$ cat config.mk
export PLATFORM = sky130hd
export DESIGN_NAME = lvc_level_ctrl
export DESIGN_NICKNAME = d
export VERILOG_FILES = /design/src/hw/lvc_pkg.sv /design/src/hw/lvc_level_ctrl.sv /design/src/hw/lvc_scale_rom.sv
export SDC_FILE = /design/constraint.sdc
export NUM_CORES = 1
export LEC_CHECK = 0
export ABC_AREA = 0
export BUFFER_PORTS_ARGS = -buffer_cell sky130_fd_sc_hd__buf_4
export CORE_MARGIN = 2
export CORE_UTILIZATION = 65
export DETAILED_ROUTE_END_ITERATION = 8
export GPL_TIMING_DRIVEN = 0
export PLACE_DENSITY = 0.9
export SETUP_SLACK_MARGIN = 0.5
export SYNTH_ARGS = -nofsm -noshare
export SYNTH_HDL_FRONTEND = slang
export SYNTH_SLANG_ARGS = --single-unit
$ cat constraint.sdc
create_clock -name i_clk -period 11.2 [get_ports i_clk]
set_input_delay 2.24 -clock i_clk [delete_from_list [all_inputs] [get_ports i_clk]]
set_output_delay 2.24 -clock i_clk [all_outputs]
set_load 0.005 [all_outputs]
$ cat src/hw/lvc_pkg.sv
// lvc_pkg: constants for the level control and resolution configuration
// assumes a byte-wide register port and one 125 MHz clock
package lvc_pkg;

  // ---------------------------------------------------------------
  // register offsets
  // ---------------------------------------------------------------
  localparam logic [7:0] LVC_ADDR_SETPOINT = 8'h15;
  localparam logic [7:0] LVC_ADDR_MODE     = 8'h16;
  localparam logic [7:0] LVC_ADDR_RES_LO   = 8'h20;
  localparam logic [7:0] LVC_ADDR_RES_HI   = 8'h21;

  // ---------------------------------------------------------------
  // field positions and widths
  // ---------------------------------------------------------------
  localparam int LVC_SETPOINT_LSB = 1;
  localparam int LVC_SETPOINT_W   = 5;
  localparam int LVC_RANGE_LSB    = 6;
  localparam int LVC_MODE_LSB     = 0;
  localparam int LVC_DEADBAND_LSB = 4;
  localparam int LVC_RES_W        = 15;
  localparam int LVC_IPF_W        = 13;
  localparam int LVC_MV_W         = 14;
  localparam int LVC_CUR_W        = 6;
  localparam int LVC_SCALE_W      = 12;
  localparam int LVC_PROD_W       = 26;

  // ---------------------------------------------------------------
  // reset values
  // ---------------------------------------------------------------
  localparam logic [7:0] LVC_RST_SETPOINT = 8'h00;
  localparam logic [7:0] LVC_RST_MODE     = 8'h00;
  localparam logic [7:0] LVC_RST_RES_LO   = 8'h03;
  localparam logic [7:0] LVC_RST_RES_HI   = 8'h00;
  localparam logic [7:0] LVC_RDATA_NONE   = 8'h00;

  // ---------------------------------------------------------------
  // control mode codes
  // ---------------------------------------------------------------
  localparam logic [1:0] LVC_MODE_SQUARE = 2'h0;
  localparam logic [1:0] LVC_MODE_SUM    = 2'h1;
  localparam logic [1:0] LVC_MODE_CONST  = 2'h2;
  localparam logic [1:0] LVC_MODE_TEST   = 2'h3;

  // ---------------------------------------------------------------
  // setpoint scaling: factor = 77 / (77 - 1.25 * code)
  // held as 308 / (308 - 5 * code) in fixed point
  // ---------------------------------------------------------------
  localparam int LVC_SCALE_NUM  = 308;
  localparam int LVC_SCALE_STEP = 5;
  localparam int LVC_FRAC       = 10;

  localparam logic [LVC_MV_W-1:0] LVC_SQUARE_BASE_MV = 14'h0708; // 1800
  localparam logic [LVC_MV_W-1:0] LVC_SUM_BASE_MV    = 14'h00f5; // 245
  localparam logic [LVC_MV_W-1:0] LVC_MON_MIN_MV     = 14'h02d0; // 720
  localparam logic [LVC_MV_W-1:0] LVC_MON_MAX_MV     = 14'h0924; // 2340

  // ---------------------------------------------------------------
  // control state
  // ---------------------------------------------------------------
  typedef enum logic [0:0] {
    LVC_IDLE,
    LVC_RUN
  } lvc_state_t;

endpackage

$ cat src/hw/lvc_level_ctrl.sv
// lvc_level_ctrl: supply level control and converter resolution config
// assumes register port and load strobe come from logic on i_clk
//
// Notes on behaviour
// - 5-bit setpoint lives in bits 5:1 at 0x15, drives amplitude and limits.
// - square mode 00 targets about 1800 mV times 77/(77-1.25*setpoint).
// - sum mode 01 targets about 245 mV times the same factor.
// - constant current mode 10 drives (setpoint+1)/32 of full scale after the first configuration load, no loop.
// - monitor limits 0.72 V and 2.34 V scale with the same factor.
// - after configuration loads, square regulation starts from zero current.
// - resolution is bits 6:0 at 0x21 above bits 7:0 at 0x20.
// - mode field at 0x16 bits 1:0: square, sum, constant, test.
`timescale 1ns/1ps

module lvc_level_ctrl
  import lvc_pkg::*;
(
  // clock and reset
  input  wire logic                 i_clk,
  input  wire logic                 i_resetn,
  // register port
  input  wire logic                 i_reg_wr,
  input  wire logic                 i_reg_rd,
  input  wire logic [7:0]           i_reg_addr,
  input  wire logic [7:0]           i_reg_wdata,
  output      logic [7:0]           o_reg_rdata,
  output      logic                 o_reg_rvalid,
  // configuration loader
  input  wire logic                 i_cfg_loaded,
  // supply control
  output      logic [1:0]           o_level_control_mode,
  output      logic [1:0]           o_current_range,
  output      logic [2:0]           o_deadband_sel,
  output      logic                 o_loop_enable,
  output      logic                 o_loop_restart,
  output      logic [LVC_CUR_W-1:0] o_supply_current_units,
  output      logic [LVC_MV_W-1:0]  o_target_mv,
  output      logic [LVC_MV_W-1:0]  o_mon_min_mv,
  output      logic [LVC_MV_W-1:0]  o_mon_max_mv,
  // converter resolution
  output      logic [LVC_RES_W-1:0] o_resolution_select,
  output      logic [LVC_IPF_W-1:0] o_interpolation_factor
);

  // ---------------------------------------------------------------
  // register group
  // ---------------------------------------------------------------
  logic [7:0]           setpoint_reg, next_setpoint_reg;
  logic [7:0]           mode_reg, next_mode_reg;
  logic [7:0]           res_lo, next_res_lo;
  logic [7:0]           res_hi, next_res_hi;
  logic                 lo_pend, next_lo_pend;
  logic                 hi_pend, next_hi_pend;
  logic [LVC_RES_W-1:0] res_apply, next_res_apply;
  lvc_state_t           state, next_state;

  logic [LVC_SETPOINT_W-1:0] setpoint;
  logic [1:0]                mode_sel;
  logic [LVC_SCALE_W-1:0]    scale_q;

  assign setpoint = setpoint_reg[LVC_SETPOINT_LSB +: LVC_SETPOINT_W];
  assign mode_sel = mode_reg[LVC_MODE_LSB +: 2];

  always_comb begin
    next_setpoint_reg = setpoint_reg;
    next_mode_reg     = mode_reg;
    next_res_lo       = res_lo;
    next_res_hi       = res_hi;
    next_lo_pend      = lo_pend;
    next_hi_pend      = hi_pend;
    next_res_apply    = res_apply;
    next_state        = state;
    if ((lo_pend && hi_pend) || i_cfg_loaded) begin
      next_res_apply = {res_hi[6:0], res_lo};
      next_lo_pend   = 1'b0;
      next_hi_pend   = 1'b0;
    end
    if (i_cfg_loaded) begin
      next_state = LVC_RUN;
    end
    if (i_reg_wr) begin
      if (i_reg_addr == LVC_ADDR_SETPOINT) begin
        next_setpoint_reg = i_reg_wdata & 8'hfe;
      end else if (i_reg_addr == LVC_ADDR_MODE) begin
        next_mode_reg = i_reg_wdata & 8'h73;
      end else if (i_reg_addr == LVC_ADDR_RES_LO) begin
        next_res_lo  = i_reg_wdata;
        next_lo_pend = 1'b1;
      end else if (i_reg_addr == LVC_ADDR_RES_HI) begin
        next_res_hi  = i_reg_wdata;
        next_hi_pend = 1'b1;
      end
    end
  end

  always_ff @(posedge i_clk or negedge i_resetn) begin
    if (!i_resetn) begin
      setpoint_reg <= LVC_RST_SETPOINT;
      mode_reg     <= LVC_RST_MODE;
      res_lo       <= LVC_RST_RES_LO;
      res_hi       <= LVC_RST_RES_HI;
      lo_pend      <= 1'b0;
      hi_pend      <= 1'b0;
      res_apply    <= {LVC_RST_RES_HI[6:0], LVC_RST_RES_LO};
      state        <= LVC_IDLE;
    end else begin
      setpoint_reg <= next_setpoint_reg;
      mode_reg     <= next_mode_reg;
      res_lo       <= next_res_lo;
      res_hi       <= next_res_hi;
      lo_pend      <= next_lo_pend;
      hi_pend      <= next_hi_pend;
      res_apply    <= next_res_apply;
      state        <= next_state;
    end
  end

  // ---------------------------------------------------------------
  // scale factor lookup
  // ---------------------------------------------------------------
  lvc_scale_rom u_rom (
    .i_clk    (i_clk),
    .i_resetn (i_resetn),
    .i_index  (setpoint),
    .o_scale  (scale_q)
  );

  // ---------------------------------------------------------------
  // output group
  // ---------------------------------------------------------------
  logic [7:0]            next_rdata;
  logic                  next_rvalid;
  logic                  next_loop_enable;
  logic                  next_restart;
  logic [LVC_CUR_W-1:0]  next_current;
  logic [LVC_MV_W-1:0]   next_target, next_min, next_max;
  logic [LVC_PROD_W-1:0] prod_target, prod_min, prod_max;
  logic [LVC_MV_W-1:0]   target_base;

  always_comb begin
    next_rvalid = i_reg_rd;
    if (i_reg_addr == LVC_ADDR_SETPOINT) begin
      next_rdata = setpoint_reg;
    end else if (i_reg_addr == LVC_ADDR_MODE) begin
      next_rdata = mode_reg;
    end else if (i_reg_addr == LVC_ADDR_RES_LO) begin
      next_rdata = res_lo;
    end else if (i_reg_addr == LVC_ADDR_RES_HI) begin
      next_rdata = res_hi;
    end else begin
      next_rdata = LVC_RDATA_NONE;
    end
    if (!i_reg_rd) begin
      next_rdata = LVC_RDATA_NONE;
    end
    next_restart     = i_cfg_loaded;
    next_loop_enable = (state == LVC_RUN) && !i_cfg_loaded &&
                       (mode_sel == LVC_MODE_SQUARE ||
                        mode_sel == LVC_MODE_SUM);
    next_current = '0;
    if (state == LVC_RUN && !i_cfg_loaded && mode_sel == LVC_MODE_CONST) begin
      next_current = LVC_CUR_W'({1'b0, setpoint}) + 6'h01;
    end
    target_base = '0;
    if (mode_sel == LVC_MODE_SQUARE) begin
      target_base = LVC_SQUARE_BASE_MV;
    end else if (mode_sel == LVC_MODE_SUM) begin
      target_base = LVC_SUM_BASE_MV;
    end
    prod_target = LVC_PROD_W'(target_base) * LVC_PROD_W'(scale_q);
    prod_min    = LVC_PROD_W'(LVC_MON_MIN_MV) * LVC_PROD_W'(scale_q);
    prod_max    = LVC_PROD_W'(LVC_MON_MAX_MV) * LVC_PROD_W'(scale_q);
    next_target = prod_target[LVC_FRAC +: LVC_MV_W];
    next_min    = prod_min[LVC_FRAC +: LVC_MV_W];
    next_max    = prod_max[LVC_FRAC +: LVC_MV_W];
  end

  always_ff @(posedge i_clk or negedge i_resetn) begin
    if (!i_resetn) begin
      o_reg_rdata            <= LVC_RDATA_NONE;
      o_reg_rvalid           <= 1'b0;
      o_level_control_mode   <= LVC_RST_MODE[1:0];
      o_current_range        <= LVC_RST_SETPOINT[7:6];
      o_deadband_sel         <= LVC_RST_MODE[6:4];
      o_loop_enable          <= 1'b0;
      o_loop_restart         <= 1'b0;
      o_supply_current_units <= '0;
      o_target_mv            <= '0;
      o_mon_min_mv           <= '0;
      o_mon_max_mv           <= '0;
      o_resolution_select    <= {LVC_RST_RES_HI[6:0], LVC_RST_RES_LO};
      o_interpolation_factor <= '0;
    end else begin
      o_reg_rdata            <= next_rdata;
      o_reg_rvalid           <= next_rvalid;
      o_level_control_mode   <= mode_sel;
      o_current_range        <= setpoint_reg[LVC_RANGE_LSB +: 2];
      o_deadband_sel         <= mode_reg[LVC_DEADBAND_LSB +: 3];
      o_loop_enable          <= next_loop_enable;
      o_loop_restart         <= next_restart;
      o_supply_current_units <= next_current;
      o_target_mv            <= next_target;
      o_mon_min_mv           <= next_min;
      o_mon_max_mv           <= next_max;
      o_resolution_select    <= res_apply;
      o_interpolation_factor <= res_apply[LVC_RES_W-1:2] + 13'h0001;
    end
  end
endmodule // lvc_level_ctrl

$ cat src/hw/lvc_scale_rom.sv
// lvc_scale_rom: setpoint to fixed-point scale factor table
// assumes same clock as the register logic; read data is registered
`timescale 1ns/1ps

module lvc_scale_rom
  import lvc_pkg::*;
#(
  parameter int IDX_W  = LVC_SETPOINT_W,
  parameter int DATA_W = LVC_SCALE_W
) (
  // clock and reset
  input  wire logic              i_clk,
  input  wire logic              i_resetn,
  // lookup
  input  wire logic [IDX_W-1:0]  i_index,
  output      logic [DATA_W-1:0] o_scale
);

  // ---------------------------------------------------------------
  // table built at elaboration
  // ---------------------------------------------------------------
  function automatic int scale_of(input int k);
    return (LVC_SCALE_NUM << LVC_FRAC) / (LVC_SCALE_NUM - LVC_SCALE_STEP * k);
  endfunction

  logic [DATA_W-1:0] table_q [2**IDX_W];
  logic [DATA_W-1:0] next_scale;

  for (genvar g = 0; g < 2**IDX_W; g++) begin : g_entry
    assign table_q[g] = DATA_W'(scale_of(g));
  end

  always_comb begin
    next_scale = table_q[i_index];
  end

  always_ff @(posedge i_clk or negedge i_resetn) begin
    if (!i_resetn) begin
      o_scale <= '0;
    end else begin
      o_scale <= next_scale;
    end
  end

endmodule // lvc_scale_rom

==> key figures <==
Run status
  – Outcome: finished clean

Synthesis
  – Share of the synthesized area in the top cell type: 31.3%
  – Synth warn: 0
  – Distinct cells, synth: 68
  – Largest area contributor in the netlist: dfrtp_1
  – Post-Synthesis Cells: 1,057
  – Most common library cells after synthesis: inv_1 (184), ha_1 (164), dfrtp_1 (144)
  – Top cells by area, synth: dfrtp_1 (31%), ha_1 (18%), fa_1 (16%)
  – Ys flop type: dfrtp_1
  – Count leader, synth: inv_1
  – Post-synth EDFFs: 0
  – Synth async-reset ratio: 100%
  – FF+latch count, synth: 150
  – Post-Syn Area: 11,500 µm²
  – Syn avg cell area: 10.9 µm²
  – Post-synthesis sequential area ratio: 32.6%

STA
  – RSZ-0062 raised after global routing: no
  – Hold Slack: 0.366 ns
  – Final Max Tran Viols: 0
  – Worst slew margin: 41.3%
  – Final Skew: 0.00882 ns
  – Final hold violation count: 0
  – Tcrit/Tclk final: 54.7%
  – Fmax: 0.163 GHz
  – Setup_tns: 0 ns
  – Crit path time final: 6.13 ns
  – Slew @ Worst Pin: 0.880 ns
  – Endpoints failing setup: 0

Clock network
  – Clock Path Buffers: 2
  – CTS Sinks: 150
  – Root Driver: clkbuf_16
  – Hold Buf Count CTS: 0
  – H-tree depth: 4
  – CTS tree: built
  – CTS resizes: 0
  – Clock slew at reported path FFs: 0.06 ns
  – CTS buffer count: 17
  – Clock latency on the worst-skew pair: 0.43 ns
  – Setup Fix Bufs, Post-CTS: 0

Power
  – Lkg Pwr: 7.32 nW
  – VDD IR max: 121 µV
  – Pwr dens: 130 nW/µm²

Drt
  – TritonRoute pass-1 iters: 5
  – Via count: 8,185
  – Post-DR wirelength/cell: 18.0 µm
  – Final WL: 25,600 µm
  – # DRC: 0
  – Vias per cell: 5.73
  – Starting DRT DRC Count: 439
  – Routed Antenna Nets: 0

Setup path
  – WP data arrival: 6.49 ns
  – Crit-path cells: and2b_1 > clkbuf_1 > nand2_1 > inv_1 > fa_1 > fa_1 > fa_1 > fa_1 > inv_1 > fa_1 > inv_1 > ha_1 > nand2_1 > o21ai_0 > a22o_4 > nand3_1 > o21ai_0 > xor2_1
  – Most frequent cell on the critical path: fa_1
  – Startpoint types: flip-flop
  – Worst Setup End Kind: flip-flop
  – Slowest CP cell: fa_1
  – Worst-path fanout max: 10
  – Req. time, crit path: 11.55 ns
  – Worst stage delay on the critical path: 0.55 ns
  – CP Class: flip-flop to flip-flop

Placement
  – Placed cell area: 12,700 µm²
  – Dpl hpwl: 19,200 µm
  – Port bufs: 112
  – Routability congestion estimate: 0.916

Floorplan
  – Die width: 137 µm
  – Core footprint: 17,300 µm²
  – Starting Density: 66.6%
  – Die span in y: 137 µm
  – Num rows: 48
  – I/O Pins: 115
  – DIE AREA: 18,800 µm²

Finish
  – Syn-to-layout area delta: 15.2%
  – Layout cells sized above 1: 18.5%
  – Biggest regs: o_resolution_select (15), res_apply (15)
  – Diodes inserted: 0
  – Non-Filler Cell Area, Final: 13,300 µm²
  – Fillcell total: 1,116
  – Fin nets: 1,468

GRT
  – First-pass GRT wire length: 42,100 µm
  – Overflow after GRT: 0
  – Vias in the first global route: 8,700
  – GRT Resource Usage Total: 29.1%
  – Initial antenna violation count: 0
  – Largest net degree at the start of global routing: 77

Hold path
  – Hold Path Class: flip-flop to flip-flop

Flow run
  – Max-cap viol count: 0
==> cell usage in the layout (no fill, tap or decap), drive strengths merged, types with 3 or more instances in the layout <==
master and instances:
inv 188, ha 164, dfrtp 144, buf 120
fa 92, nand2 50, mux2 44, a21oi 42
nor2 42, clkbuf 39, xnor2 37, o21ai 33
a21o 20, xor2 19, nand3 17, and3 11
and2 9, nand2b 8, or2 7, nor3 7
a31oi 7, a22oi 6, a211oi 6, o21bai 6
dfstp 6, clkinv 6, o221ai 5, mux2i 5
nor3b 4, o21a 4, nor2b 4, a222oi 4
a21boi 4, o31ai 4, o211ai 3, conb 3
==> layer usage <==
metal,track usage (%),wire length (µm),part of all wire (%),vias up
met5,0,0,0,-
met1,34.7,10300,40,4057
li1,-,-,-,3760
met4,15.9,1110,4.3,0
met3,5.70,1290,5.0,91
met2,49.8,13000,51,277
==> metrics by stage <==
step / total power [mW] / util [%] / cells / worst slack, ns
final: 1.72 / 76.7 / 1428 / 5.07
after global routing: 1.82 / 76.7 / 1428 / 4.72
after CTS: 1.73 / 76.7 / 1428 / 5.07
after detailed placement: 1.14 / 73.4 / 1397 / 5.14
after global placement: 1.11 / 73.2 / 1396 / 5.32
after floorplan: 0.963 / - / 1059 / 5.77
==> final timing paths <==
check | cells past startpoint | from | slack (ns) | end
worst max-delay path | 18 | mode_reg[1] | 5.07 | o_target_mv[11]
max in group asynchronous | 2 | i_resetn | 8.55 | o_resolution_select[1]
worst max register to register | 18 | mode_reg[1] | 5.07 | o_target_mv[11]
worst min-delay path | 0 | res_apply[1] | 0.37 | o_resolution_select[1]
worst min register to register | 0 | res_apply[1] | 0.37 | o_resolution_select[1]
min in group asynchronous | 1 | i_resetn | 1.81 | o_mon_min_mv[9]
==> power by group <==
| group | internal, mW | switching (mW) | leakage [nW] |
|---|---|---|---|
| combinational | 0.228 | 0.283 | 5.06 |
| sequential | 0.598 | 0.0299 | 1.96 |
| clock | 0.337 | 0.244 | 0.290 |
| total | 1.16 | 0.557 | 7.32 |
==> cell type report <==
cell class / count / area (µm²) / share of cell area, %
Inverter: 184 / 691 / 5.20
Buffer: 27 / 124 / 0.933
Clock buffer: 19 / 443 / 3.34
Multi-Input combinational cell: 698 / 6960 / 52.4
Tap cell: 225 / 282 / 2.12
Clock inverter: 12 / 143 / 1.07
Sequential cell: 150 / 3760 / 28.3
Timing Repair Buffer: 113 / 872 / 6.57
==> cells by family after synthesis <==
kind of cell	share of synthesized area [%]
buf+inv	7.07
flops	32.6
compound gates	9.68
xor+xnor	4.25
simple gates	7.44
other cells	0.0325
fa+ha+maj	33.8
mux	5.12
==> worst max-delay path, delay by kind of cell (launching register included) <==
kind | cells | cell delay (ns)
xor+xnor | 1 | 0.18
fa+ha+maj | 6 | 2.92
buf+inv | 4 | 0.76
simple gates | 4 | 0.74
flops | 1 | 0.51
compound gates | 3 | 0.92
Power figures use the tool's default switching activity.
